**config.mk**
```make
export PLATFORM = sky130hd
export DESIGN_NAME = timer_pulse_generator
export DESIGN_NICKNAME = d
export VERILOG_FILES = /design/src/hw/pulse_gen_pkg.sv /design/src/hw/pwm_pulse_unit.sv /design/src/hw/timer_pulse_generator.sv
export SDC_FILE = /design/constraint.sdc
export NUM_CORES = 1
export LEC_CHECK = 0
export ABC_CLOCK_PERIOD_IN_PS = 2800
export BUFFER_PORTS_ARGS = -buffer_cell sky130_fd_sc_hd__clkbuf_2
export CORE_ASPECT_RATIO = 0.8
export CORE_MARGIN = 2
export CORE_UTILIZATION = 35
export DETAILED_ROUTE_END_ITERATION = 7
export PLACE_DENSITY = 0.61
export SLEW_MARGIN = 40
export SYNTH_ARGS = -nofsm -noshare
export SYNTH_HDL_FRONTEND = slang
export SYNTH_SLANG_ARGS = --single-unit
```
**constraint.sdc**
```tcl
create_clock -name clk_i -period 2.8 [get_ports clk_i]
set_clock_uncertainty 0.05 [all_clocks]
set_input_delay 0.56 -clock clk_i [delete_from_list [all_inputs] [get_ports clk_i]]
set_output_delay 0.56 -clock clk_i [all_outputs]
set_load 0.01 [all_outputs]
```
**src/hw/pulse_gen_pkg.sv**
```systemverilog
// Package of constants for the timer/pulse generator
package pulse_gen_pkg;
    // ========================================================
    // Register map
    localparam logic [11:0] PULSE_GEN_MODE_ADDR  = 12'hf90;
    localparam logic [11:0] PRESCALE_LOW_ADDR    = 12'hf92;
    localparam logic [11:0] INTERVAL_HIGH_ADDR   = 12'hf94;
    localparam logic [7:0]  PULSE_GEN_MODE_RESET = 8'h00;
    localparam logic [7:0]  MOD_REG_RESET        = 8'h00;
    localparam logic [7:0]  MODE_WRITE_MASK      = 8'hbb;
    // ========================================================
    // Mode register fields
    localparam int MODE_SELECT_POS  = 0;
    localparam int RUN_ENABLE_POS   = 1;
    localparam int RELOAD_POS       = 3;
    localparam int STATIC_LEVEL_POS = 4;
    localparam int PULSE_SELECT_POS = 5;
    localparam int PIN_DRIVE_POS    = 7;
    // ========================================================
    // Prescaler: one-hot select in low modulo bits 2..6
    localparam int PRESCALE_SEL_LSB = 2;
    localparam int PRESCALE_WIDTH   = 8;
    // ========================================================
    // PWM timing in main clock cycles
    localparam int PWM_LATCH_WIDTH  = 14;
    localparam int PWM_BASE_BITS    = 10;
    localparam int PWM_PERIOD_BITS  = 15;
endpackage

```
**src/hw/pwm_pulse_unit.sv**
```systemverilog
// PWM pulse generator with low-active output and periodic event
`timescale 1ns/1ps
module pwm_pulse_unit
    import pulse_gen_pkg::*;
(
    input  wire logic                       clk_i,      // System clock
    input  wire logic                       reset_i,    // Sync reset
    input  wire logic                       run_i,      // Generator running
    input  wire logic [PWM_LATCH_WIDTH-1:0] duty_i,     // Modulo latch value
    output logic                            pwm_o,      // Active-low pulse
    output logic                            period_o    // One pulse per 2^15
);
    logic [PWM_PERIOD_BITS-1:0] phase;
    logic [PWM_PERIOD_BITS-1:0] next_phase;
    logic                       next_pwm;
    logic                       next_period;
    logic [PWM_BASE_BITS:0]     low_width;

    // Spread the 14-bit value: 8 upper bits set the base low width,
    // the 6 lower bits, divided by 4 and rounded up, add one extra cycle in that many of 32 sub-periods.
    // That keeps the ripple at the base period for the external filter.
    always_comb begin
        next_phase  = run_i ? phase + 1'b1 : '0;
        low_width   = {1'b0, duty_i[13:6], 2'b00}
                      + {{(PWM_BASE_BITS){1'b0}},
                         (phase[14:10] < {1'b0, duty_i[5:2]} + 5'(duty_i[1:0] != 2'b00))};
        next_pwm    = !(run_i && ({1'b0, phase[9:0]} < low_width));
        next_period = run_i && (phase == {PWM_PERIOD_BITS{1'b1}});
    end

    always_ff @(posedge clk_i) begin
        if (reset_i) begin
            phase    <= '0;
            pwm_o    <= 1'b1;
            period_o <= 1'b0;
        end else begin
            phase    <= next_phase;
            pwm_o    <= next_pwm;
            period_o <= next_period;
        end
    end

    a_period_spacing: assert property (@(posedge clk_i) disable iff (reset_i)
        period_o |=> !period_o) else $error("Period pulse too long");
    a_idle_high: assert property (@(posedge clk_i) disable iff (reset_i)
        !run_i |=> pwm_o) else $error("PWM low while stopped");
endmodule // pwm_pulse_unit

```
**src/hw/timer_pulse_generator.sv**
```systemverilog
// Timer/pulse generator: mode register, modulo registers, timer and PWM
`timescale 1ns/1ps
module timer_pulse_generator
    import pulse_gen_pkg::*;
(
    input  wire logic        clk_i,          // System clock, 200 MHz
    input  wire logic        reset_i,        // Sync reset, active high
    input  wire logic [11:0] addr_i,         // Data memory address
    input  wire logic [7:0]  wdata_i,        // Write data
    input  wire logic        wr_i,           // 8-bit write strobe
    input  wire logic        bit_wr_i,       // Single-bit write strobe
    input  wire logic [2:0]  bit_sel_i,      // Bit number for bit write
    input  wire logic        bit_val_i,      // Value for bit write
    input  wire logic        irq_clear_i,    // Clear interrupt flag
    output logic [7:0]       pulse_gen_mode_o, // Mode register readback
    output logic [7:0]       count_o,        // Count register view
    output logic             gen_irq_flag_o, // Interrupt request flag
    output logic             gen_irq_signal_o, // One-cycle set pulse
    output logic             pulse_out_pin_o, // Pin level
    output logic             pulse_out_pin_oe_o // Pin drive enable
);
    // ========================================================
    // Registers
    logic [7:0]  pulse_gen_mode, next_mode;
    logic [7:0]  prescale_reg_low, next_low;
    logic [7:0]  interval_reg_high, next_high;
    logic [7:0]  latch_high, next_latch_high;
    logic [5:0]  latch_low, next_latch_low;
    logic [7:0]  prescaler, next_prescaler;
    logic [7:0]  count, next_count;
    logic        square_ff, next_square;
    logic        irq_flag, next_irq_flag;
    logic        irq_pulse, next_irq_pulse;
    logic        pin, next_pin;
    logic        pin_oe, next_pin_oe;
    logic        tick, match;
    logic        timer_mode, running;
    logic        pwm_level, pwm_period;

    assign timer_mode = pulse_gen_mode[MODE_SELECT_POS];
    assign running    = pulse_gen_mode[RUN_ENABLE_POS];

    pwm_pulse_unit u_pwm (
        .clk_i    (clk_i),
        .reset_i  (reset_i),
        .run_i    (running && !timer_mode),
        .duty_i   ({latch_high, latch_low}),
        .pwm_o    (pwm_level),
        .period_o (pwm_period)
    );

    // ========================================================
    // Register writes and reload
    always_comb begin
        next_mode = pulse_gen_mode;
        next_low  = prescale_reg_low;
        next_high = interval_reg_high;
        if (wr_i && addr_i == PULSE_GEN_MODE_ADDR)
            next_mode = wdata_i & MODE_WRITE_MASK;
        // A bit write lands after a byte write, so it wins bit 3
        if (bit_wr_i && addr_i == PULSE_GEN_MODE_ADDR && bit_sel_i == 3'(RELOAD_POS))
            next_mode[RELOAD_POS] = bit_val_i;
        if (wr_i && addr_i == PRESCALE_LOW_ADDR)
            next_low = wdata_i;
        if (wr_i && addr_i == INTERVAL_HIGH_ADDR)
            next_high = wdata_i;
        next_latch_high = latch_high;
        next_latch_low  = latch_low;
        // Latch copies every cycle while reload is on; clear it while
        // rewriting both halves so PWM never sees half of an update
        if (pulse_gen_mode[RELOAD_POS]) begin
            next_latch_high = interval_reg_high;
            next_latch_low  = prescale_reg_low[7:2];
        end
    end

    always_ff @(posedge clk_i) begin
        if (reset_i) begin
            pulse_gen_mode    <= PULSE_GEN_MODE_RESET;
            prescale_reg_low  <= MOD_REG_RESET;
            interval_reg_high <= MOD_REG_RESET;
            latch_high        <= MOD_REG_RESET;
            latch_low         <= '0;
        end else begin
            pulse_gen_mode    <= next_mode;
            prescale_reg_low  <= next_low;
            interval_reg_high <= next_high;
            latch_high        <= next_latch_high;
            latch_low         <= next_latch_low;
        end
    end

    // ========================================================
    // Interval timer
    always_comb begin
        next_prescaler = (running && timer_mode) ? prescaler + 8'h01 : 8'h00;
        // Prescale bit k divides by 2^(10-k): bit2 /256 ... bit6 /16
        tick = running && timer_mode && (
               (latch_low[0] && prescaler == 8'hff) ||
               (latch_low[1] && prescaler[6:0] == 7'h7f) ||
               (latch_low[2] && prescaler[5:0] == 6'h3f) ||
               (latch_low[3] && prescaler[4:0] == 5'h1f) ||
               (latch_low[4] && prescaler[3:0] == 4'hf));
        match = tick && (count == latch_high);
        next_count  = count;
        next_square = square_ff;
        // Stopping clears counter and prescaler, never the flag
        if (!running || !timer_mode) begin
            next_count = 8'h00;
        end else if (match) begin
            next_count  = 8'h00;
            next_square = !square_ff;
        end else if (tick) begin
            next_count = count + 8'h01;
        end
        next_irq_pulse = match || (running && !timer_mode && pwm_period);
        // Set beats a simultaneous clear
        next_irq_flag  = next_irq_pulse || (irq_flag && !irq_clear_i);
        // Pin lags its source by one flop so the output is registered
        next_pin_oe    = pulse_gen_mode[PIN_DRIVE_POS];
        if (!pulse_gen_mode[PULSE_SELECT_POS])
            next_pin = pulse_gen_mode[STATIC_LEVEL_POS];
        else if (timer_mode)
            next_pin = square_ff;
        else
            next_pin = pwm_level;
    end

    always_ff @(posedge clk_i) begin
        if (reset_i) begin
            prescaler <= 8'h00;
            count     <= 8'h00;
            square_ff <= 1'b0;
            irq_flag  <= 1'b0;
            irq_pulse <= 1'b0;
            pin       <= 1'b0;
            pin_oe    <= 1'b0;
        end else begin
            prescaler <= next_prescaler;
            count     <= next_count;
            square_ff <= next_square;
            irq_flag  <= next_irq_flag;
            irq_pulse <= next_irq_pulse;
            pin       <= next_pin;
            pin_oe    <= next_pin_oe;
        end
    end

    assign pulse_gen_mode_o   = pulse_gen_mode;
    assign count_o            = count;
    assign gen_irq_flag_o     = irq_flag;
    assign gen_irq_signal_o   = irq_pulse;
    assign pulse_out_pin_o    = pin;
    assign pulse_out_pin_oe_o = pin_oe;

    // ========================================================
    // Assertions
    a_mode_select: assert property (@(posedge clk_i) disable iff (reset_i)
        timer_mode |=> !pwm_period) else $error("PWM period active in timer mode");
    a_reload_gate: assert property (@(posedge clk_i) disable iff (reset_i)
        !pulse_gen_mode[RELOAD_POS] |=> $stable(latch_high))
        else $error("Latch moved with reload off");
    a_bit_write: assert property (@(posedge clk_i) disable iff (reset_i)
        (bit_wr_i && !wr_i && addr_i == PULSE_GEN_MODE_ADDR && bit_sel_i == 3'd3)
        |=> pulse_gen_mode[7:4] == $past(pulse_gen_mode[7:4])
            && pulse_gen_mode[RELOAD_POS] == $past(bit_val_i))
        else $error("Bit write disturbed mode register");
    a_stop_halts: assert property (@(posedge clk_i) disable iff (reset_i)
        !running |=> count == 8'h00) else $error("Counter runs while stopped");
    a_match_action: assert property (@(posedge clk_i) disable iff (reset_i)
        match |=> count == 8'h00 && irq_flag && square_ff != $past(square_ff))
        else $error("Match did not clear, toggle and flag");
    a_pin_float: assert property (@(posedge clk_i) disable iff (reset_i)
        !pulse_gen_mode[PIN_DRIVE_POS] |=> !pulse_out_pin_oe_o)
        else $error("Pin driven while disabled");
    a_static_out: assert property (@(posedge clk_i) disable iff (reset_i)
        !pulse_gen_mode[PULSE_SELECT_POS] |=> pin == $past(pulse_gen_mode[STATIC_LEVEL_POS]))
        else $error("Static level not on pin");
    a_count_step: assert property (@(posedge clk_i) disable iff (reset_i)
        (tick && !match) |=> count == $past(count) + 8'h01)
        else $error("Count did not advance");
    a_irq_hold: assert property (@(posedge clk_i) disable iff (reset_i)
        (irq_flag && !irq_clear_i) |=> irq_flag) else $error("Flag lost");
    a_set_wins: assert property (@(posedge clk_i) disable iff (reset_i)
        (next_irq_pulse && irq_clear_i) |=> irq_flag) else $error("Clear beat a new event");
    a_pin_drive: assert property (@(posedge clk_i) disable iff (reset_i)
        pulse_gen_mode[PIN_DRIVE_POS] |=> pulse_out_pin_oe_o)
        else $error("Pin not driven while enabled");
    a_square_route: assert property (@(posedge clk_i) disable iff (reset_i)
        (pulse_gen_mode[PULSE_SELECT_POS] && timer_mode) |=> pin == $past(square_ff))
        else $error("Square wave not on pin");
    a_pwm_route: assert property (@(posedge clk_i) disable iff (reset_i)
        (pulse_gen_mode[PULSE_SELECT_POS] && !timer_mode) |=> pin == $past(pwm_level))
        else $error("PWM wave not on pin");
    a_pwm_event: assert property (@(posedge clk_i) disable iff (reset_i)
        (running && !timer_mode && pwm_period) |=> irq_pulse && irq_flag)
        else $error("PWM period did not raise interrupt");
    a_prescale_idle: assert property (@(posedge clk_i) disable iff (reset_i)
        !running |=> prescaler == 8'h00) else $error("Prescaler runs while stopped");

    // ========================================================
    // Coverage of the main scenarios
    c_timer_match: cover property (@(posedge clk_i) match);
    c_pwm_period: cover property (@(posedge clk_i) running && !timer_mode && pwm_period);
    c_set_clear: cover property (@(posedge clk_i) next_irq_pulse && irq_clear_i);
    c_static_pin: cover property (@(posedge clk_i)
        !pulse_gen_mode[PULSE_SELECT_POS] && pin_oe && pin);
    c_reload_hold: cover property (@(posedge clk_i)
        !pulse_gen_mode[RELOAD_POS] && wr_i && addr_i == INTERVAL_HIGH_ADDR);
endmodule // timer_pulse_generator
```
==> flow_summary_export.csv <==
group,metric,value,unit
global_route,grt_max_degree,21,
timing,timing.slew.headroom,63.1,%
critical_path,critPathCaptureType,"register",
routing,wl_per_cell,14.0,um
routing,ant_nets,0,
critical_path,crit_type,"reg2reg",
routing,drc,0,
die,die_h,91.5,um
yosys,yosysSeqAreaShare,43.0,%
yosys,yosysWarnings,0,
die,dieWidth,113,um
timing,finalCriticalPeriod,2.14,ns
critical_path,cp_max_fo,3,
timing,worst_pin_slew,0.551,ns
clock_network,root_buffer,"clkbuf_16",
global_route,antenna_found_initial,0,
power_and_ir_drop,p_seq_share,45.7,%
power_and_ir_drop,intPower,1.80,mW
timing,fmax,468,MHz
die,start_util,36.5,%
power_and_ir_drop,leakagePower,1.66,nW
global_route,grt_usage,14.6,%
die,ioPinCount,49,
power_and_ir_drop,p_sw_share,19.5,%
clock_network,cts_max_level,3,
clock_network,cts.sinks,72,
placement,gp_congestion,0.780,
routing,first_pass_iters,4,
cells_and_area,area_growth,19.1,%
yosys,async_reset_ff_share,0,%
timing,setup_tns,0,ns
timing,final_min_period_over_clock_period,76.4,%
global_route,overflow,0,
run_status,status,"finished, final reports clean",
clock_network,clk_path_buf_depth,2,
min_path,hp-class,"reg2reg",
clock_network,post_cts_buffers,0,
yosys,syn_avg_cell_area,9.50,sq um
die,coreArea,9190,sq um
placement,hpwl,5440,um
yosys,yosysTopAreaCell,"dfxtp_1",
cells_and_area,antenna_cells,0,
global_route,grt_pass1_wl,11900,um
clock_network,cts_tree,"done",
yosys,synth-seq-cells,72,
timing,setup_ws,0.661,ns
timing,setup_violations,0,
die,die_area,10400,sq um
cells_and_area,drive_above_1_share,18.4,%
power_and_ir_drop,p_sw,0.438,mW
critical_path,cp.required,2.95,ns
timing,rsz0062_at_grt,"false",
clock_network,cts_hold_buf,0,
yosys,yosysUniqueCellTypes,47,
critical_path,arrival,2.29,ns
clock_network,cts_buffers,9,
routing,vias,2572,
power_and_ir_drop,power_density,561,nW/um^2
cells_and_area,nets,445,
placement,place_ws,0.661,ns
yosys,ys.flop_type,"dfxtp_1",
die,num_rows,31,
timing,hold_violations,0,
power_and_ir_drop,power_frac_clock,52.4,%
clock_network,clk_pin_slew_worst_paths,0.06,ns
power_and_ir_drop,combPwrFrac,1.9,%
critical_path,start_kind,"register",
yosys,netlist_area,3350,sq um
yosys,netlist_instances,353,
global_route,grt_pass1_vias,2518,
clock_network,cts_resized,0,
yosys,synth_top_area_share,43.0,%
yosys,synth_area_leaders,"dfxtp_1 (43%), mux2i_1 (11%), nor2_1 (6.8%), ha_1 (6.7%), xor2_1 (5.0%)",
routing,drt_wl_total,7260,um
run,maxCapViolCount,0,
timing,timing.final.max_slew_violations,0,
yosys,synth_edf_count,0,
placement,io_buffer_count,46,
power_and_ir_drop,irDropWorstVdd,0.229,mV
routing,via_per_inst,4.97,
routing,first_iter_violations,155,
clock_network,clk_latency,0.33,ns
Yosys cell counts, types with 3 or more instances:
cell type	count
a211oi_1	3
a21o_1	4
a21oi_1	7
a32o_1	6
and2_1	4
and3_1	12
buf_2	4
clkbuf_1	8
dfxtp_1	72
ha_1	18
inv_1	9
mux2i_1	36
nand2_1	12
nand3_1	13
nand4_1	5
nor2_1	61
nor3b_1	6
o21ai_0	3
o21ai_1	7
xnor2_1	8
xor2_1	19
per-stage QoR:
step                utilization (%)  hold slack, ns  cell area (sq um)  power (mW)  cells
floorplan                         -           0.376               3360        1.06    354
global placement               40.0           0.391               3680        1.09    502
detailed placement             40.0           0.403               3680        1.09    502
CTS                            43.5           0.417               4000        2.27    518
global route                   43.5           0.432               4000        2.32    518
finish                         43.5           0.414               4000        2.24    518
power by group through the flow:
stage	sequential [mW]	clock (mW)	combinational [mW]
after floorplan	1.05	0	0.0154
after global placement	1.05	0	0.0421
after detailed placement	1.05	0	0.0429
after CTS	1.02	1.21	0.0429
after global routing	1.02	1.25	0.0467
final	1.02	1.18	0.0425
layer usage:
layer  GRT usage [%]  up-vias  wire, um
met3            4.94        5       306
li1                -     1316         -
met1            19.5     1204      3680
met5               0        -         0
met2            22.5       47      3210
met4            4.17        0        57
layout make-up:
class	instances	area (sq um)
clock buffers	12	267
clock inverters	4	51.3
fillers	878	5200
inverters	9	33.8
multi-input cells	256	1800
flip-flops and latches	72	1440
well taps	115	144
repair buffers	50	260
registers in the layout, indices dropped and copies added, names as in the netlist, 6 cells and up:
signal / flops
latch_high: 8
pulse_gen_mode_o: 6
count_o: 8
latch_low: 6
u_pwm.phase: 15
prescale_reg_low: 6
interval_reg_high: 8
prescaler: 8
cells in the final DEF (no fill, tap or decap), types with 9 or more instances in the layout:
master	count
nor2_1	61
clkbuf_16	9
clkbuf_2	46
and3_1	12
mux2i_1	36
dfxtp_1	72
xor2_1	19
ha_1	18
nand3_1	13
inv_1	9
nand2_1	12
final timing paths:
check | to | startpoint | depth (start not counted) | slack (ns)
hold / removal | prescaler[0] | prescaler[0] | 1 | 0.41
setup reg to reg | u_pwm.pwm_o | latch_low[0] | 9 | 0.66
setup / recovery | u_pwm.pwm_o | latch_low[0] | 9 | 0.66
hold reg to reg | prescaler[0] | prescaler[0] | 1 | 0.41
worst max-delay path: stages (launching register included):
cell and delay (ns):
dfxtp_1 0.32, or2_2 0.29, ha_1 0.20, ha_1 0.27, inv_1 0.04, ha_1 0.26
a21o_1 0.15, a21o_1 0.17, a21oi_1 0.14, o2111ai_1 0.11
kinds of logic after synthesis:
group	Yosys count	synth area share, %
AND/OR/NAND/NOR	137	21.3
flip-flops	72	43.0
multiplexers	37	11.2
AO/OA/AOI/OAI	35	7.13
XOR/XNOR	27	7.05
buffers and inverters	26	3.51
adder cells (fa/ha/maj)	18	6.72
other	1	0.112
Power figures use the tool's default switching activity.
